`src/design/dwe_pkg.sv`:
```
//------------------------------------------------------------
//------------------------------------------------------------
package dwe_pkg;
  localparam int DEPTH = 4;
  localparam int AW    = 2;
  localparam int IDW   = 4;
  localparam int SQW   = 4;
  localparam logic [2:0] BEATS_BURST  = 3'h4;
  localparam logic [2:0] BEATS_SINGLE = 3'h1;
  localparam logic [AW:0] CNT_FULL    = 3'h4;

  typedef struct packed {
    logic           burst;
    logic [IDW-1:0] id;
    logic [SQW-1:0] seq;
  } dwe_ent_s;

  typedef enum logic {MODE_NORMAL, MODE_STREAM} dwe_mode_e;
  typedef enum logic [1:0] {K_READ, K_WRITE, K_PUSH} dwe_kind_e;
  typedef enum logic {A_IDLE, A_BUSY} dwe_astate_e;
  typedef enum logic [1:0] {D_IDLE, D_WR, D_RD} dwe_dstate_e;
endpackage : dwe_pkg

```
`src/design/dwe_mem.sv`:
```
`timescale 1ns/100ps
`default_nettype none
module dwe_mem
  import dwe_pkg::*;
(
  input  wire logic          mclk_i,
  input  wire logic          we_i,
  input  wire logic [AW-1:0] waddr_i,
  input  wire dwe_ent_s      wdata_i,
  input  wire logic [AW-1:0] raddr_i,
  output dwe_ent_s           rdata_o
);
  dwe_ent_s mem_r [DEPTH];

  always_ff @(posedge mclk_i) begin
    if (we_i) begin
      mem_r[waddr_i] <= wdata_i;
    end
  end

  // Bypass keeps a write into an empty queue visible next cycle
  always_ff @(posedge mclk_i) begin
    if (we_i && (waddr_i == raddr_i)) begin
      rdata_o <= wdata_i;
    end else begin
      rdata_o <= mem_r[raddr_i];
    end
  end
endmodule : dwe_mem
`default_nettype wire

```
`src/design/dwe_top.sv`:
```
`timescale 1ns/100ps
`default_nettype none
module dwe_top
  import dwe_pkg::*;
(
  input  wire logic           mclk_i,
  input  wire logic           rstn_i,
  input  wire logic           data_retry_in_n_i,
  input  wire logic           address_grant_in_i,
  input  wire logic           addr_ack_i,
  input  wire logic           address_retry_i,
  input  wire logic           data_grant_in_i,
  input  wire logic           write_first_qualifier_i,
  input  wire logic           data_busy_in_i,
  input  wire logic           transfer_ack_i,
  input  wire logic           rd_req_i,
  input  wire logic [IDW-1:0] rd_id_i,
  input  wire logic           rd_burst_i,
  input  wire logic           wr_req_i,
  input  wire logic [IDW-1:0] wr_id_i,
  input  wire logic           wr_burst_i,
  input  wire logic           push_req_i,
  input  wire logic [IDW-1:0] push_id_i,
  input  wire logic           push_burst_i,
  output logic                addr_busy_o,
  output dwe_kind_e           addr_kind_o,
  output logic [IDW-1:0]      addr_id_o,
  output logic                rd_taken_o,
  output logic                wr_taken_o,
  output logic                push_taken_o,
  output logic                data_busy_out_o,
  output logic                data_busy_oe_o,
  output logic                wr_drive_o,
  output logic                rd_latch_o,
  output logic [IDW-1:0]      data_id_o,
  output dwe_mode_e           stream_mode_o
);
  //----------------------------------------------------------
  // Mode strap
  //----------------------------------------------------------
  logic      rty_s1_r;
  logic      rty_s2_r;
  logic      in_reset_r;

  always_ff @(posedge mclk_i) begin
    rty_s1_r <= data_retry_in_n_i;
    rty_s2_r <= rty_s1_r;
  end

  always_ff @(posedge mclk_i) begin
    in_reset_r <= !rstn_i;
  end

  // Synchroniser lag keeps the in-reset level at the release edge
  always_ff @(posedge mclk_i) begin
    if (!rstn_i) begin
      stream_mode_o <= MODE_NORMAL;
    end else if (in_reset_r) begin
      stream_mode_o <= rty_s2_r ? MODE_NORMAL : MODE_STREAM;
    end
  end

  //----------------------------------------------------------
  // Address tenures
  //----------------------------------------------------------
  dwe_astate_e astate_r;
  dwe_ent_s    aent_r;
  logic [SQW-1:0] seq_r;
  logic        any_req;
  logic        a_done;
  logic        rq_push;
  logic        wq_push;
  logic [AW:0] rcnt_r;
  logic [AW:0] wcnt_r;

  assign any_req = rd_req_i || wr_req_i || push_req_i;
  assign a_done  = (astate_r == A_BUSY) && addr_ack_i && !address_retry_i;
  assign rq_push = a_done && (addr_kind_o == K_READ);
  assign wq_push = a_done && (addr_kind_o != K_READ);

  always_ff @(posedge mclk_i) begin
    if (!rstn_i) begin
      astate_r    <= A_IDLE;
      addr_kind_o <= K_READ;
      aent_r      <= '0;
      addr_busy_o <= 1'b0;
    end else if (astate_r == A_IDLE) begin
      if (address_grant_in_i && any_req) begin
        astate_r    <= A_BUSY;
        addr_busy_o <= 1'b1;
        // Push-out chosen first here, ahead of a write, not at the data grant
        if (push_req_i) begin
          addr_kind_o <= K_PUSH;
          aent_r      <= '{burst: push_burst_i, id: push_id_i, seq: seq_r};
        end else if (wr_req_i) begin
          addr_kind_o <= K_WRITE;
          aent_r      <= '{burst: wr_burst_i, id: wr_id_i, seq: seq_r};
        end else begin
          addr_kind_o <= K_READ;
          aent_r      <= '{burst: rd_burst_i, id: rd_id_i, seq: seq_r};
        end
      end
    end else if (addr_ack_i) begin
      // Retried tenure leaves the request pending
      astate_r    <= A_IDLE;
      addr_busy_o <= 1'b0;
    end
  end

  assign addr_id_o = aent_r.id;

  always_ff @(posedge mclk_i) begin
    if (!rstn_i) begin
      seq_r <= '0;
    end else if (a_done) begin
      seq_r <= seq_r + 1'b1;
    end
  end

  always_ff @(posedge mclk_i) begin
    if (!rstn_i) begin
      rd_taken_o   <= 1'b0;
      wr_taken_o   <= 1'b0;
      push_taken_o <= 1'b0;
    end else begin
      rd_taken_o   <= rq_push;
      wr_taken_o   <= a_done && (addr_kind_o == K_WRITE);
      push_taken_o <= a_done && (addr_kind_o == K_PUSH);
    end
  end

  //----------------------------------------------------------
  // Pending data tenure queues
  //----------------------------------------------------------
  dwe_dstate_e dstate_r;
  logic [2:0]  beats_r;
  logic [AW-1:0] r_wp_r;
  logic [AW-1:0] r_rp_r;
  logic [AW-1:0] w_wp_r;
  logic [AW-1:0] w_rp_r;
  dwe_ent_s    rhead;
  dwe_ent_s    whead;
  logic        rd_valid;
  logic        wr_valid;
  logic        qual;
  logic        rd_older;
  logic        sel_wr;
  logic        rq_pop;
  logic        wq_pop;
  logic        rq_wr;
  logic        wq_wr;
  logic [SQW-1:0] age;

  assign rd_valid = (rcnt_r != '0);
  assign wr_valid = (wcnt_r != '0);
  assign age      = rhead.seq - whead.seq;
  assign rd_older = age[SQW-1];
  // Streaming mode never looks at the busy line
  assign qual = data_grant_in_i && (dstate_r == D_IDLE) &&
                ((stream_mode_o == MODE_STREAM) || !data_busy_in_i);
  // Write-first only pulls a write ahead of a read
  assign sel_wr = wr_valid &&
                  (write_first_qualifier_i || !rd_valid || !rd_older);
  assign wq_pop = qual && sel_wr;
  assign rq_pop = qual && !sel_wr && rd_valid;
  // Full queue drops the entry, so its pointers must not move either
  assign rq_wr  = rq_push && (rcnt_r != CNT_FULL);
  assign wq_wr  = wq_push && (wcnt_r != CNT_FULL);

  dwe_mem u_rq (
    .mclk_i  (mclk_i),
    .we_i    (rq_wr),
    .waddr_i (r_wp_r),
    .wdata_i (aent_r),
    .raddr_i (rq_pop ? r_rp_r + 1'b1 : r_rp_r),
    .rdata_o (rhead)
  );

  // Write queue is strict FIFO: no write overtakes another
  dwe_mem u_wq (
    .mclk_i  (mclk_i),
    .we_i    (wq_wr),
    .waddr_i (w_wp_r),
    .wdata_i (aent_r),
    .raddr_i (wq_pop ? w_rp_r + 1'b1 : w_rp_r),
    .rdata_o (whead)
  );

  always_ff @(posedge mclk_i) begin
    if (!rstn_i) begin
      r_wp_r <= '0;
      r_rp_r <= '0;
      rcnt_r <= '0;
    end else begin
      r_wp_r <= r_wp_r + AW'(rq_wr);
      r_rp_r <= r_rp_r + AW'(rq_pop);
      rcnt_r <= rcnt_r + (AW+1)'(rq_wr) - (AW+1)'(rq_pop);
    end
  end

  // Several writes may sit between a read's address and data
  always_ff @(posedge mclk_i) begin
    if (!rstn_i) begin
      w_wp_r <= '0;
      w_rp_r <= '0;
      wcnt_r <= '0;
    end else begin
      w_wp_r <= w_wp_r + AW'(wq_wr);
      w_rp_r <= w_rp_r + AW'(wq_pop);
      wcnt_r <= wcnt_r + (AW+1)'(wq_wr) - (AW+1)'(wq_pop);
    end
  end

  //----------------------------------------------------------
  // Data tenures
  //----------------------------------------------------------
  always_ff @(posedge mclk_i) begin
    if (!rstn_i) begin
      dstate_r        <= D_IDLE;
      beats_r         <= '0;
      data_busy_out_o <= 1'b0;
      data_busy_oe_o  <= 1'b0;
      wr_drive_o      <= 1'b0;
      data_id_o       <= '0;
    end else begin
      case (dstate_r)
        D_IDLE: begin
          if (wq_pop || rq_pop) begin
            dstate_r        <= wq_pop ? D_WR : D_RD;
            beats_r         <= (wq_pop ? whead.burst : rhead.burst) ?
                               BEATS_BURST : BEATS_SINGLE;
            data_id_o       <= wq_pop ? whead.id : rhead.id;
            data_busy_out_o <= 1'b1;
            data_busy_oe_o  <= 1'b1;
            wr_drive_o      <= wq_pop;
          end
        end
        D_WR, D_RD: begin
          if (transfer_ack_i) begin
            beats_r <= beats_r - 1'b1;
            if (beats_r == BEATS_SINGLE) begin
              dstate_r        <= D_IDLE;
              data_busy_out_o <= 1'b0;
              data_busy_oe_o  <= 1'b0;
              wr_drive_o      <= 1'b0;
            end
          end
        end
        default: begin
          dstate_r <= D_IDLE;
        end
      endcase
    end
  end

  // Envelope open: a write went ahead of an older pending read
  logic env_r;

  always_ff @(posedge mclk_i) begin
    if (!rstn_i) begin
      env_r <= 1'b0;
    end else if (rq_pop) begin
      env_r <= 1'b0;
    end else if (wq_pop && rd_valid && rd_older) begin
      env_r <= 1'b1;
    end
  end

  always_ff @(posedge mclk_i) begin
    if (!rstn_i) begin
      rd_latch_o <= 1'b0;
    end else begin
      rd_latch_o <= (dstate_r == D_RD) && transfer_ack_i;
    end
  end
endmodule : dwe_top
`default_nettype wire

```
`config.mk`:
```
export PLATFORM = sky130hd
export DESIGN_NAME = dwe_top
export DESIGN_NICKNAME = d
export VERILOG_FILES = /design/src/design/dwe_pkg.sv /design/src/design/dwe_mem.sv /design/src/design/dwe_top.sv
export SDC_FILE = /design/constraint.sdc
export NUM_CORES = 1
export LEC_CHECK = 0
export BUFFER_PORTS_ARGS = -buffer_cell sky130_fd_sc_hd__buf_2
export CORE_ASPECT_RATIO = 0.7
export CORE_MARGIN = 2
export CORE_UTILIZATION = 40
export DETAILED_ROUTE_END_ITERATION = 8
export MAX_ROUTING_LAYER = met4
export PLACE_DENSITY_LB_ADDON = 0.12
export SKIP_LAST_GASP = 1
export SYNTH_ARGS = -nofsm -noshare
export SYNTH_HDL_FRONTEND = slang
export SYNTH_SLANG_ARGS = --single-unit
```
`constraint.sdc`:
```
create_clock -name mclk_i -period 4.5 [get_ports mclk_i]
set_input_delay 0.45 -clock mclk_i [delete_from_list [all_inputs] [get_ports mclk_i]]
set_output_delay 0.45 -clock mclk_i [all_outputs]
set_load 0.01 [all_outputs]
```
[After elaboration in Yosys (flattened, before gate mapping)]
Memories as Yosys holds them, arrays and structs flattened. A register that Yosys moved wholly into a read port is not among the register bits.
Cells that the tools add are included.
Word-level totals
  flip-flop bits (word level): 50
  memory bits (writable): 72
  input bits: 28
  output and inout port bits: 19
  word-level logic and storage cells: 129
  memories: 2
Cells by class
  add/subtract/negate cells: 13
  eq/ne operators: 11
  multiplexer cells: 34
  bitwise logic cells: 1
  reductions and logical operators: 42
Memories
  u_rq.mem_r: words 4, bits a word 9, read ports 1, clocked after memory_dff 1, write ports 1, RTL line dwe_mem.sv:13  | dwe_ent_s mem_r [DEPTH];
  u_wq.mem_r: words 4, bits a word 9, read ports 1, clocked after memory_dff 1, write ports 1, RTL line dwe_mem.sv:13
Operator list (number)
  9-bit 2-to-1 mux: 2
  1-bit 2-to-1 mux: 17
  1-bit logical AND: 16
  2-bit 2-to-1 mux: 7
  3-bit 2-to-1 mux: 3
  2-bit by 1-bit adder with 2-bit output: 4
  3-bit by 1-bit adder with 3-bit output: 2
  1-bit zero test: 6
  1-bit logical OR: 6
  2-bit inequality test (second input constant): 3
  3-bit inequality test (second input constant): 2
  3-bit one-hot mux with 2 select lines: 1
  2-bit AND reduction: 3
  3-bit AND reduction: 2
  2-bit nonzero test: 3
  3-bit nonzero test: 2
  3-bit by 1-bit subtractor with 3-bit output: 2
  2-bit by 1-bit adder with 2-bit output (second input constant): 2
  4-bit by 1-bit adder with 4-bit output (second input constant): 1
  2-bit by 1-bit equality test with 1-bit output (second input constant): 2
  2-bit equality test (second input constant): 2
  2-bit zero test: 2
  4-bit 2-to-1 mux: 1
  1-bit one-hot mux with 2 select lines: 2
  8 further kinds: 8

[Logic depth before layout (Yosys ltp)]
Gate-level depths: netlist (run 1).
  depth in word-level cells: 11
  gate-level depth with buffers: 17
  mapped depth without buffers: 16

[Cells and area by module]
From an unflattened synthesis (run 1), not the netlist that was laid out.
Unflattened totals
  cell total of the unflattened synthesis: 369
  area total of the unflattened synthesis: 5121.2 um^2
Modules (own cells, without submodules)
  dwe_mem: times used 2, cells an instance 53, area an instance 1371.3 um^2, seq. area each 1121.1 um^2
  dwe_top: times used 1, cells an instance 263, area an instance 2378.5 um^2, seq. area each 1001.0 um^2

[Least setup slack after synthesis (run 1)]
OpenSTA, ideal clock, no wires.
  kind: register to register
  start point: register with a tool-made name
  end point: register wcnt_r[2]
  setup time: 128 ps
  arrival: 3337 ps
  data required time: 4372 ps
  setup slack: 1035 ps
  stages on the path, launching flop included: 17
  buffers on the path: 1
  clock period less this slack: 3465 ps
  cells stage by stage: dfxtp_1 -> buf_6 -> mux4_1 -> ha_1 -> a21oi_1 -> o21ai_1 -> xnor2_1 -> o31ai_4 -> inv_2 -> ha_1 -> inv_1 -> ha_1 -> inv_1 -> fa_1 -> xor2_1 -> xnor2_1 -> nor2_1
RTL lines
  end signal: assignment: RTL line dwe_top.sv:210  | wcnt_r <= wcnt_r + (AW+1)'(wq_wr) - (AW+1)'(wq_pop);
  end: declaration: RTL line dwe_top.sv:74  | logic [AW:0] wcnt_r;

==> results.py, run 1 <==
metrics = {
    "final_layout": {
        "drive_gt1_share_pct": 19.9,
        "design_area_mm2": 0.00610,
        "fin_nets": 475,
        "final_util_pct": 48.7,
        "area_growth_pct": 18.2,
        "n_antenna_cell": 0,
    },
    "timing": {
        "final-hold-violation-count": 0,
        "fin_crit_ns": 3.89,
        "fin_setup_tns_ns": 0,
        "worst_slew_pin_slew_ns": 0.888,
        "fin_crit_sh_pct": 86.5,
        "slew-limit-headroom_pct": 40.6,
        "drv_slew": 0,
        "setup_viol": 0,
        "fin_skew_ns": 0.0119,
        "rsz0062_at_grt": "false",
        "fmax_ghz": 0.257,
    },
    "floorplan": {
        "coreArea_mm2": 0.0125,
        "pin_count": 47,
        "die_width_um": 140,
        "start_util_pct": 41.2,
        "num_rows": 34,
        "dieArea_mm2": 0.0138,
        "die_h_um": 99.0,
    },
    "worst_setup_path": {
        "cp_max_fo": 8,
        "critPathKind": "flip-flop to flip-flop",
        "arrival_ns": 4.16,
        "end_kind": "flip-flop",
        "worstPathRequired_ns": 4.77,
        "critPathLaunchType": "flip-flop",
    },
    "logic_synthesis": {
        "ys_seq_elements": 126,
        "synth_edf_count": 72,
        "synth-async-reset-ratio_pct": 0,
        "syn_avg_cell_area_um2": 13.6,
        "syn_area_mm2": 0.00516,
        "syn_nets": 424,
        "synth_ff_type": "edfxtp_1",
        "syn-instance-count": 379,
        "yosysWarnings": 0,
        "ys_seq_area_share_pct": 62.9,
        "ys_types": 41,
    },
    "grt": {
        "grt_pass1_wl_um": 15700,
        "grt_usage_pct": 15.7,
        "grt_overflow": 0,
        "first_global_vias": 2975,
        "grt_start_max_net_pins": 21,
        "grt_antenna_before_repair": 0,
    },
    "clock_tree": {
        "cts.clk_slew.worst_paths_ns": 0.06,
        "clock_latency_ns": 0.41,
        "clockBufferDepth": 2,
        "numCtsBuffers": 17,
        "ctsHtreeMaxLevel": 4,
        "post_cts_buffers": 0,
        "cts_resized": 0,
        "cts_tree": "yes",
        "cts-root-buf": "clkbuf_16",
        "ctsHoldBuffers": 0,
        "clock-sinks": 126,
    },
    "min_path": {
        "holdCritPathClass": "input pin to flip-flop",
        "min_from": "data_retry_in_n_i",
    },
    "outcome": {
        "status": "finished clean",
    },
    "placement": {
        "place_area_mm2": 0.00554,
        "gp_congestion": 0.769,
        "dp_hpwl_um": 6760,
        "io_buffers": 46,
    },
    "power_and_ir_drop": {
        "pwr-share-seq_pct": 43.0,
        "power_density_mw_per_mm2": 511,
        "p_clk_share_pct": 40.4,
        "power_switching_share_pct": 26.5,
        "power_switching_w": 0.000825,
        "p_int_w": 0.00229,
        "p_leak_nw": 2.40,
        "ir_drop_uv": 254,
        "p_comb_share_pct": 16.7,
    },
    "routing": {
        "wl_per_cell_um": 16.1,
        "viasPerCell": 4.96,
        "drt-initial-drc-count": 118,
        "vias": 3000,
        "drt_wl_total_um": 9740,
        "route.antenna.remaining_nets": 0,
        "drcViolationCount": 0,
        "firstDrtPassIters": 4,
    },
    "flow_run": {
        "cap_violations": 0,
    },
}
cells by family (layout without fill, tap and decap cells):
group           count (synthesis)  count (layout)  share of synthesized area, %
mux                            31              31                          11.6
flops                         126             126                          62.9
buf+inv                        39             103                          3.49
compound gates                 53              53                          6.28
xor+xnor                       14              14                          2.38
fa+ha+maj                      17              17                          4.41
simple gates                   99              99                          8.95
layout by cell type, fill, tap and decap left out, drive strengths merged, types with 9 or more instances in the layout:
cell    instances
a21oi          23
buf            52
clkbuf         23
dfxtp          54
edfxtp         72
ha             15
inv            18
mux2i          13
mux4           18
nand2          14
nor2           46
nor3            9
o21ai          14
xnor2          10
Yosys cell counts (all sizes together) (3+ instances only):
cell type / instances / share of area [%]
and2: 8 / 1.0
xnor2: 10 / 1.7
o21a: 4 / 0.58
or3: 3 / 0.36
o21ai: 14 / 1.4
ha: 15 / 3.6
and3: 3 / 0.36
mux2i: 13 / 2.5
buf: 7 / 1.2
nand2b: 3 / 0.36
mux4: 18 / 9.1
nand3: 5 / 0.49
o211ai: 3 / 0.44
xor2: 4 / 0.68
edfxtp: 72 / 42
nor2: 46 / 3.3
nand2: 14 / 1.0
a21oi: 23 / 2.2
dfxtp: 54 / 21
nor3: 9 / 0.87
nor3b: 4 / 0.58
clkbuf: 13 / 0.95
inv: 18 / 1.3
layout make-up:
type	instances	area (um^2)
clock buffers	23	500
clock inverters	9	57.6
fillers	1100	6410
inverters	19	71.3
multi-input cells	214	1750
flip-flops and latches	126	3240
well taps	162	203
repair buffers	52	275
registers in the layout, summed over array words and instances, names as in the netlist, 3 cells and up, named ones only:
name        cells
u_rq.mem_r     36
u_wq.mem_r     36
aent_r          5
addr_id_o       4
data_id_o       4
seq_r           4
beats_r         3
rcnt_r          3
wcnt_r          3
worst max-delay path, stage by stage, from the launching register on:
cell and delay [ns]:
dfxtp_1 0.52, mux4_1 0.60, inv_1 0.07, ha_1 0.24, a21oi_1 0.14, o21ai_1 0.09
xnor2_1 0.21, o31ai_4 0.48, inv_2 0.13, ha_1 0.31, inv_1 0.06, ha_1 0.13
inv_1 0.05, fa_1 0.37, xor2_1 0.16, xnor2_1 0.15, nor2_1 0.06
path summary, 6_finish.rpt:
kind	slack, ns	depth (start not counted)	end
worst max-delay path	0.61	16	wcnt_r[2]
worst min-delay path	0.14	1	rty_s1_r
worst min register to register	0.34	0	rty_s2_r
worst max register to register	0.61	16	wcnt_r[2]
per-layer routing:
metal	vias to the layer above	global-route usage (%)	share of wire, %
li1	1494	-	-
met1	1437	22.5	52
met3	6	4.28	5.8
met5	-	-	0
met2	63	21.4	42
met4	0	5.54	0.54
through the flow:
stage / hold slack, ns / cells / setup slack [ns] / power [W]
6_report: 0.140 / 605 / 0.609 / 0.00312
5_1_grt: 0.122 / 605 / 0.338 / 0.00327
4_1_cts: 0.127 / 605 / 0.570 / 0.00315
3_5_place_dp: 0.313 / 573 / 0.616 / 0.00189
3_3_place_gp: 0.311 / 573 / 0.743 / 0.00188
2_1_floorplan: 0.310 / 379 / 1.04 / 0.00174
power groups by stage:
| stage | registers (W) | logic [W] | clock network, W |
|---|---|---|---|
| 6_report | 0.00134 | 0.000519 | 0.00126 |
| 4_1_cts | 0.00134 | 0.000527 | 0.00128 |
| 3_3_place_gp | 0.00136 | 0.000519 | 0 |
| 2_1_floorplan | 0.00135 | 0.000386 | 0 |
| 3_5_place_dp | 0.00136 | 0.000524 | 0 |
| 5_1_grt | 0.00135 | 0.000586 | 0.00134 |
Power figures use the tool's default switching activity.
==> run 2, diff against run 1 <==
--- a/config.mk
+++ b/config.mk
@@ -9,6 +9,7 @@
 export CORE_ASPECT_RATIO = 0.7
 export CORE_MARGIN = 2
 export CORE_UTILIZATION = 40
+export CTS_BUF_LIST = sky130_fd_sc_hd__clkbuf_4
 export DETAILED_ROUTE_END_ITERATION = 8
 export MAX_ROUTING_LAYER = met4
 export PLACE_DENSITY_LB_ADDON = 0.12
==> run 2 against run 1 <==
Against the previous run:
- non-clock buffer count rose by 1
- critical path depth did not move
- clock power fell by 41%
- global-route usage fell by 0.13 points
- routed wire length barely moved
- sequential power barely moved
- die area did not move
- register-to-register slack barely moved
- clock skew rose by 0.0096 ns
==> results.py, run 2 (synthesized netlist as in run 1, its figures left out) <==
metrics = {
    "outcome": {
        "status": "finished clean",
    },
    "final_layout": {
        "most-common-layout-cells": "edfxtp_1, dfxtp_1, nor2_1, buf_2, a21oi_1",
        "design_area_mm2": 0.00582,
        "n_antenna_cell": 0,
        "reg_top3": "u_rq.mem_r x36, u_wq.mem_r x36, aent_r x5",
        "final_util_pct": 46.5,
        "final_common_cell": "edfxtp_1",
        "fin_nets": 476,
        "drive_gt1_share_pct": 20.3,
        "area_growth_pct": 12.8,
        "final_cells": 606,
    },
    "power_and_ir_drop": {
        "ir_drop_uv": 213,
        "p_leak_nw": 2.28,
        "power_density_mw_per_mm2": 448,
    },
    "worst_setup_path": {
        "arrival_ns": 4.26,
        "worstPathRequired_ns": 4.88,
        "critPathKind": "flip-flop to flip-flop",
        "end_kind": "flip-flop",
        "cp_max_fo": 8,
        "critPathLaunchType": "flip-flop",
    },
    "clock_tree": {
        "cts_tree": "yes",
        "post_cts_buffers": 0,
        "ctsHtreeMaxLevel": 4,
        "numCtsBuffers": 17,
        "cts-root-buf": "clkbuf_4",
        "cts.clk_slew.worst_paths_ns": 0.12,
        "clockBufferDepth": 2,
        "clock-sinks": 126,
        "clock_latency_ns": 0.51,
    },
    "timing": {
        "slew-limit-headroom_pct": 40.4,
        "fmax_ghz": 0.258,
        "setup_viol": 0,
        "worst_slew_pin_slew_ns": 0.890,
        "drv_slew": 0,
        "fin_crit_ns": 3.88,
        "fin_setup_tns_ns": 0,
        "fin_crit_sh_pct": 86.3,
        "final-hold-violation-count": 0,
        "fin_skew_ns": 0.0215,
        "layout_setup_ws_ns": 0.618,
        "rsz0062_at_grt": "false",
    },
    "floorplan": {
        "pin_count": 47,
        "die_width_um": 140,
        "num_rows": 34,
        "die_h_um": 99.0,
        "dieArea_mm2": 0.0138,
        "coreArea_mm2": 0.0125,
        "start_util_pct": 41.2,
    },
    "placement": {
        "gp_congestion": 0.769,
        "pre_cts_slack_ns": 0.616,
        "placedCellCount": 573,
        "io_buffers": 46,
        "place_area_mm2": 0.00554,
        "dp_hpwl_um": 6760,
    },
    "min_path": {
        "holdCritPathClass": "input pin to flip-flop",
    },
    "grt": {
        "grt_overflow": 0,
        "grt_usage_pct": 15.6,
        "grt_antenna_before_repair": 0,
        "first_global_vias": 2979,
        "grt_pass1_wl_um": 15600,
        "grt_start_max_net_pins": 21,
    },
    "flow_run": {
        "cap_violations": 0,
    },
    "routing": {
        "drt-initial-drc-count": 120,
        "route.antenna.remaining_nets": 0,
        "drcViolationCount": 0,
        "vias": 2996,
        "drt_wl_total_um": 9740,
        "wl_per_cell_um": 16.1,
        "viasPerCell": 4.94,
        "firstDrtPassIters": 4,
    },
}
[run 2: cell types whose count changed in the layout (fill, tap and decap cells not counted)]
cell / change
clkbuf_1: -3
clkbuf_8: -1
clkinv_1: +1
bufinv_16: +2
dlygate4sd3_1: +1
clkbuf_4: +20
clkbuf_16: -19
[run 2: metrics by stage]
| stage | hold slack (ns) | power, W |
|---|---|---|
| after floorplan | 0.310 | 0.00174 |
| after global placement | 0.311 | 0.00188 |
| after detailed placement | 0.313 | 0.00189 |
| after CTS | 0.155 | 0.00263 |
| after global routing | 0.151 | 0.00276 |
| final | 0.197 | 0.00261 |
[run 2: critical path: stages (launching register included)]
cell and delay, ns:
dfxtp_1 0.54, mux4_1 0.59, inv_1 0.07, ha_1 0.24, a21oi_1 0.14, o21ai_1 0.09
xnor2_1 0.21, o31ai_4 0.48, inv_2 0.13, ha_1 0.31, inv_1 0.06, ha_1 0.13
inv_1 0.05, fa_1 0.37, xor2_1 0.16, xnor2_1 0.15, nor2_1 0.06
[run 2: routing by layer]
layer	vias up	part of all wire [%]	track usage, %
li1	1495	-	-
met1	1414	52	22.5
met2	85	41	20.9
met3	2	6.2	4.57
met4	0	0.44	5.31
met5	-	0	-
[run 2: power by group]
group          internal (W)  total [W]  switching [W]
logic              0.000230   0.000522       0.000291
clock network      0.000343   0.000747       0.000404
registers           0.00128    0.00134      0.0000586
total               0.00185    0.00261       0.000754
[run 2: area by class of cell]
cell class              instances  area (um^2)
well taps                     162          203
multi-input cells             214         1750
fillers                      1136         6690
flip-flops and latches        126         3240
clock buffers                  20          150
repair buffers                 53          285
inverters                      19         71.3
clock inverters                12          121
[run 2: path summary, 6_finish.rpt]
kind	start	to	slack, ns	depth (start not counted)
max	flip-flop	wcnt_r[2]	0.62	16
min	transfer_ack_i	rd_latch_o	0.20	2
max reg2reg	flip-flop	wcnt_r[2]	0.62	16
min reg2reg	rty_s1_r	rty_s2_r	0.37	0
[run 2: what timing repair did]
action                                  CTS  global route
hold buffers                              1             0
endpoints found under the hold margin     1             0
resized for setup                         0             0
endpoints found under the setup margin    0             0
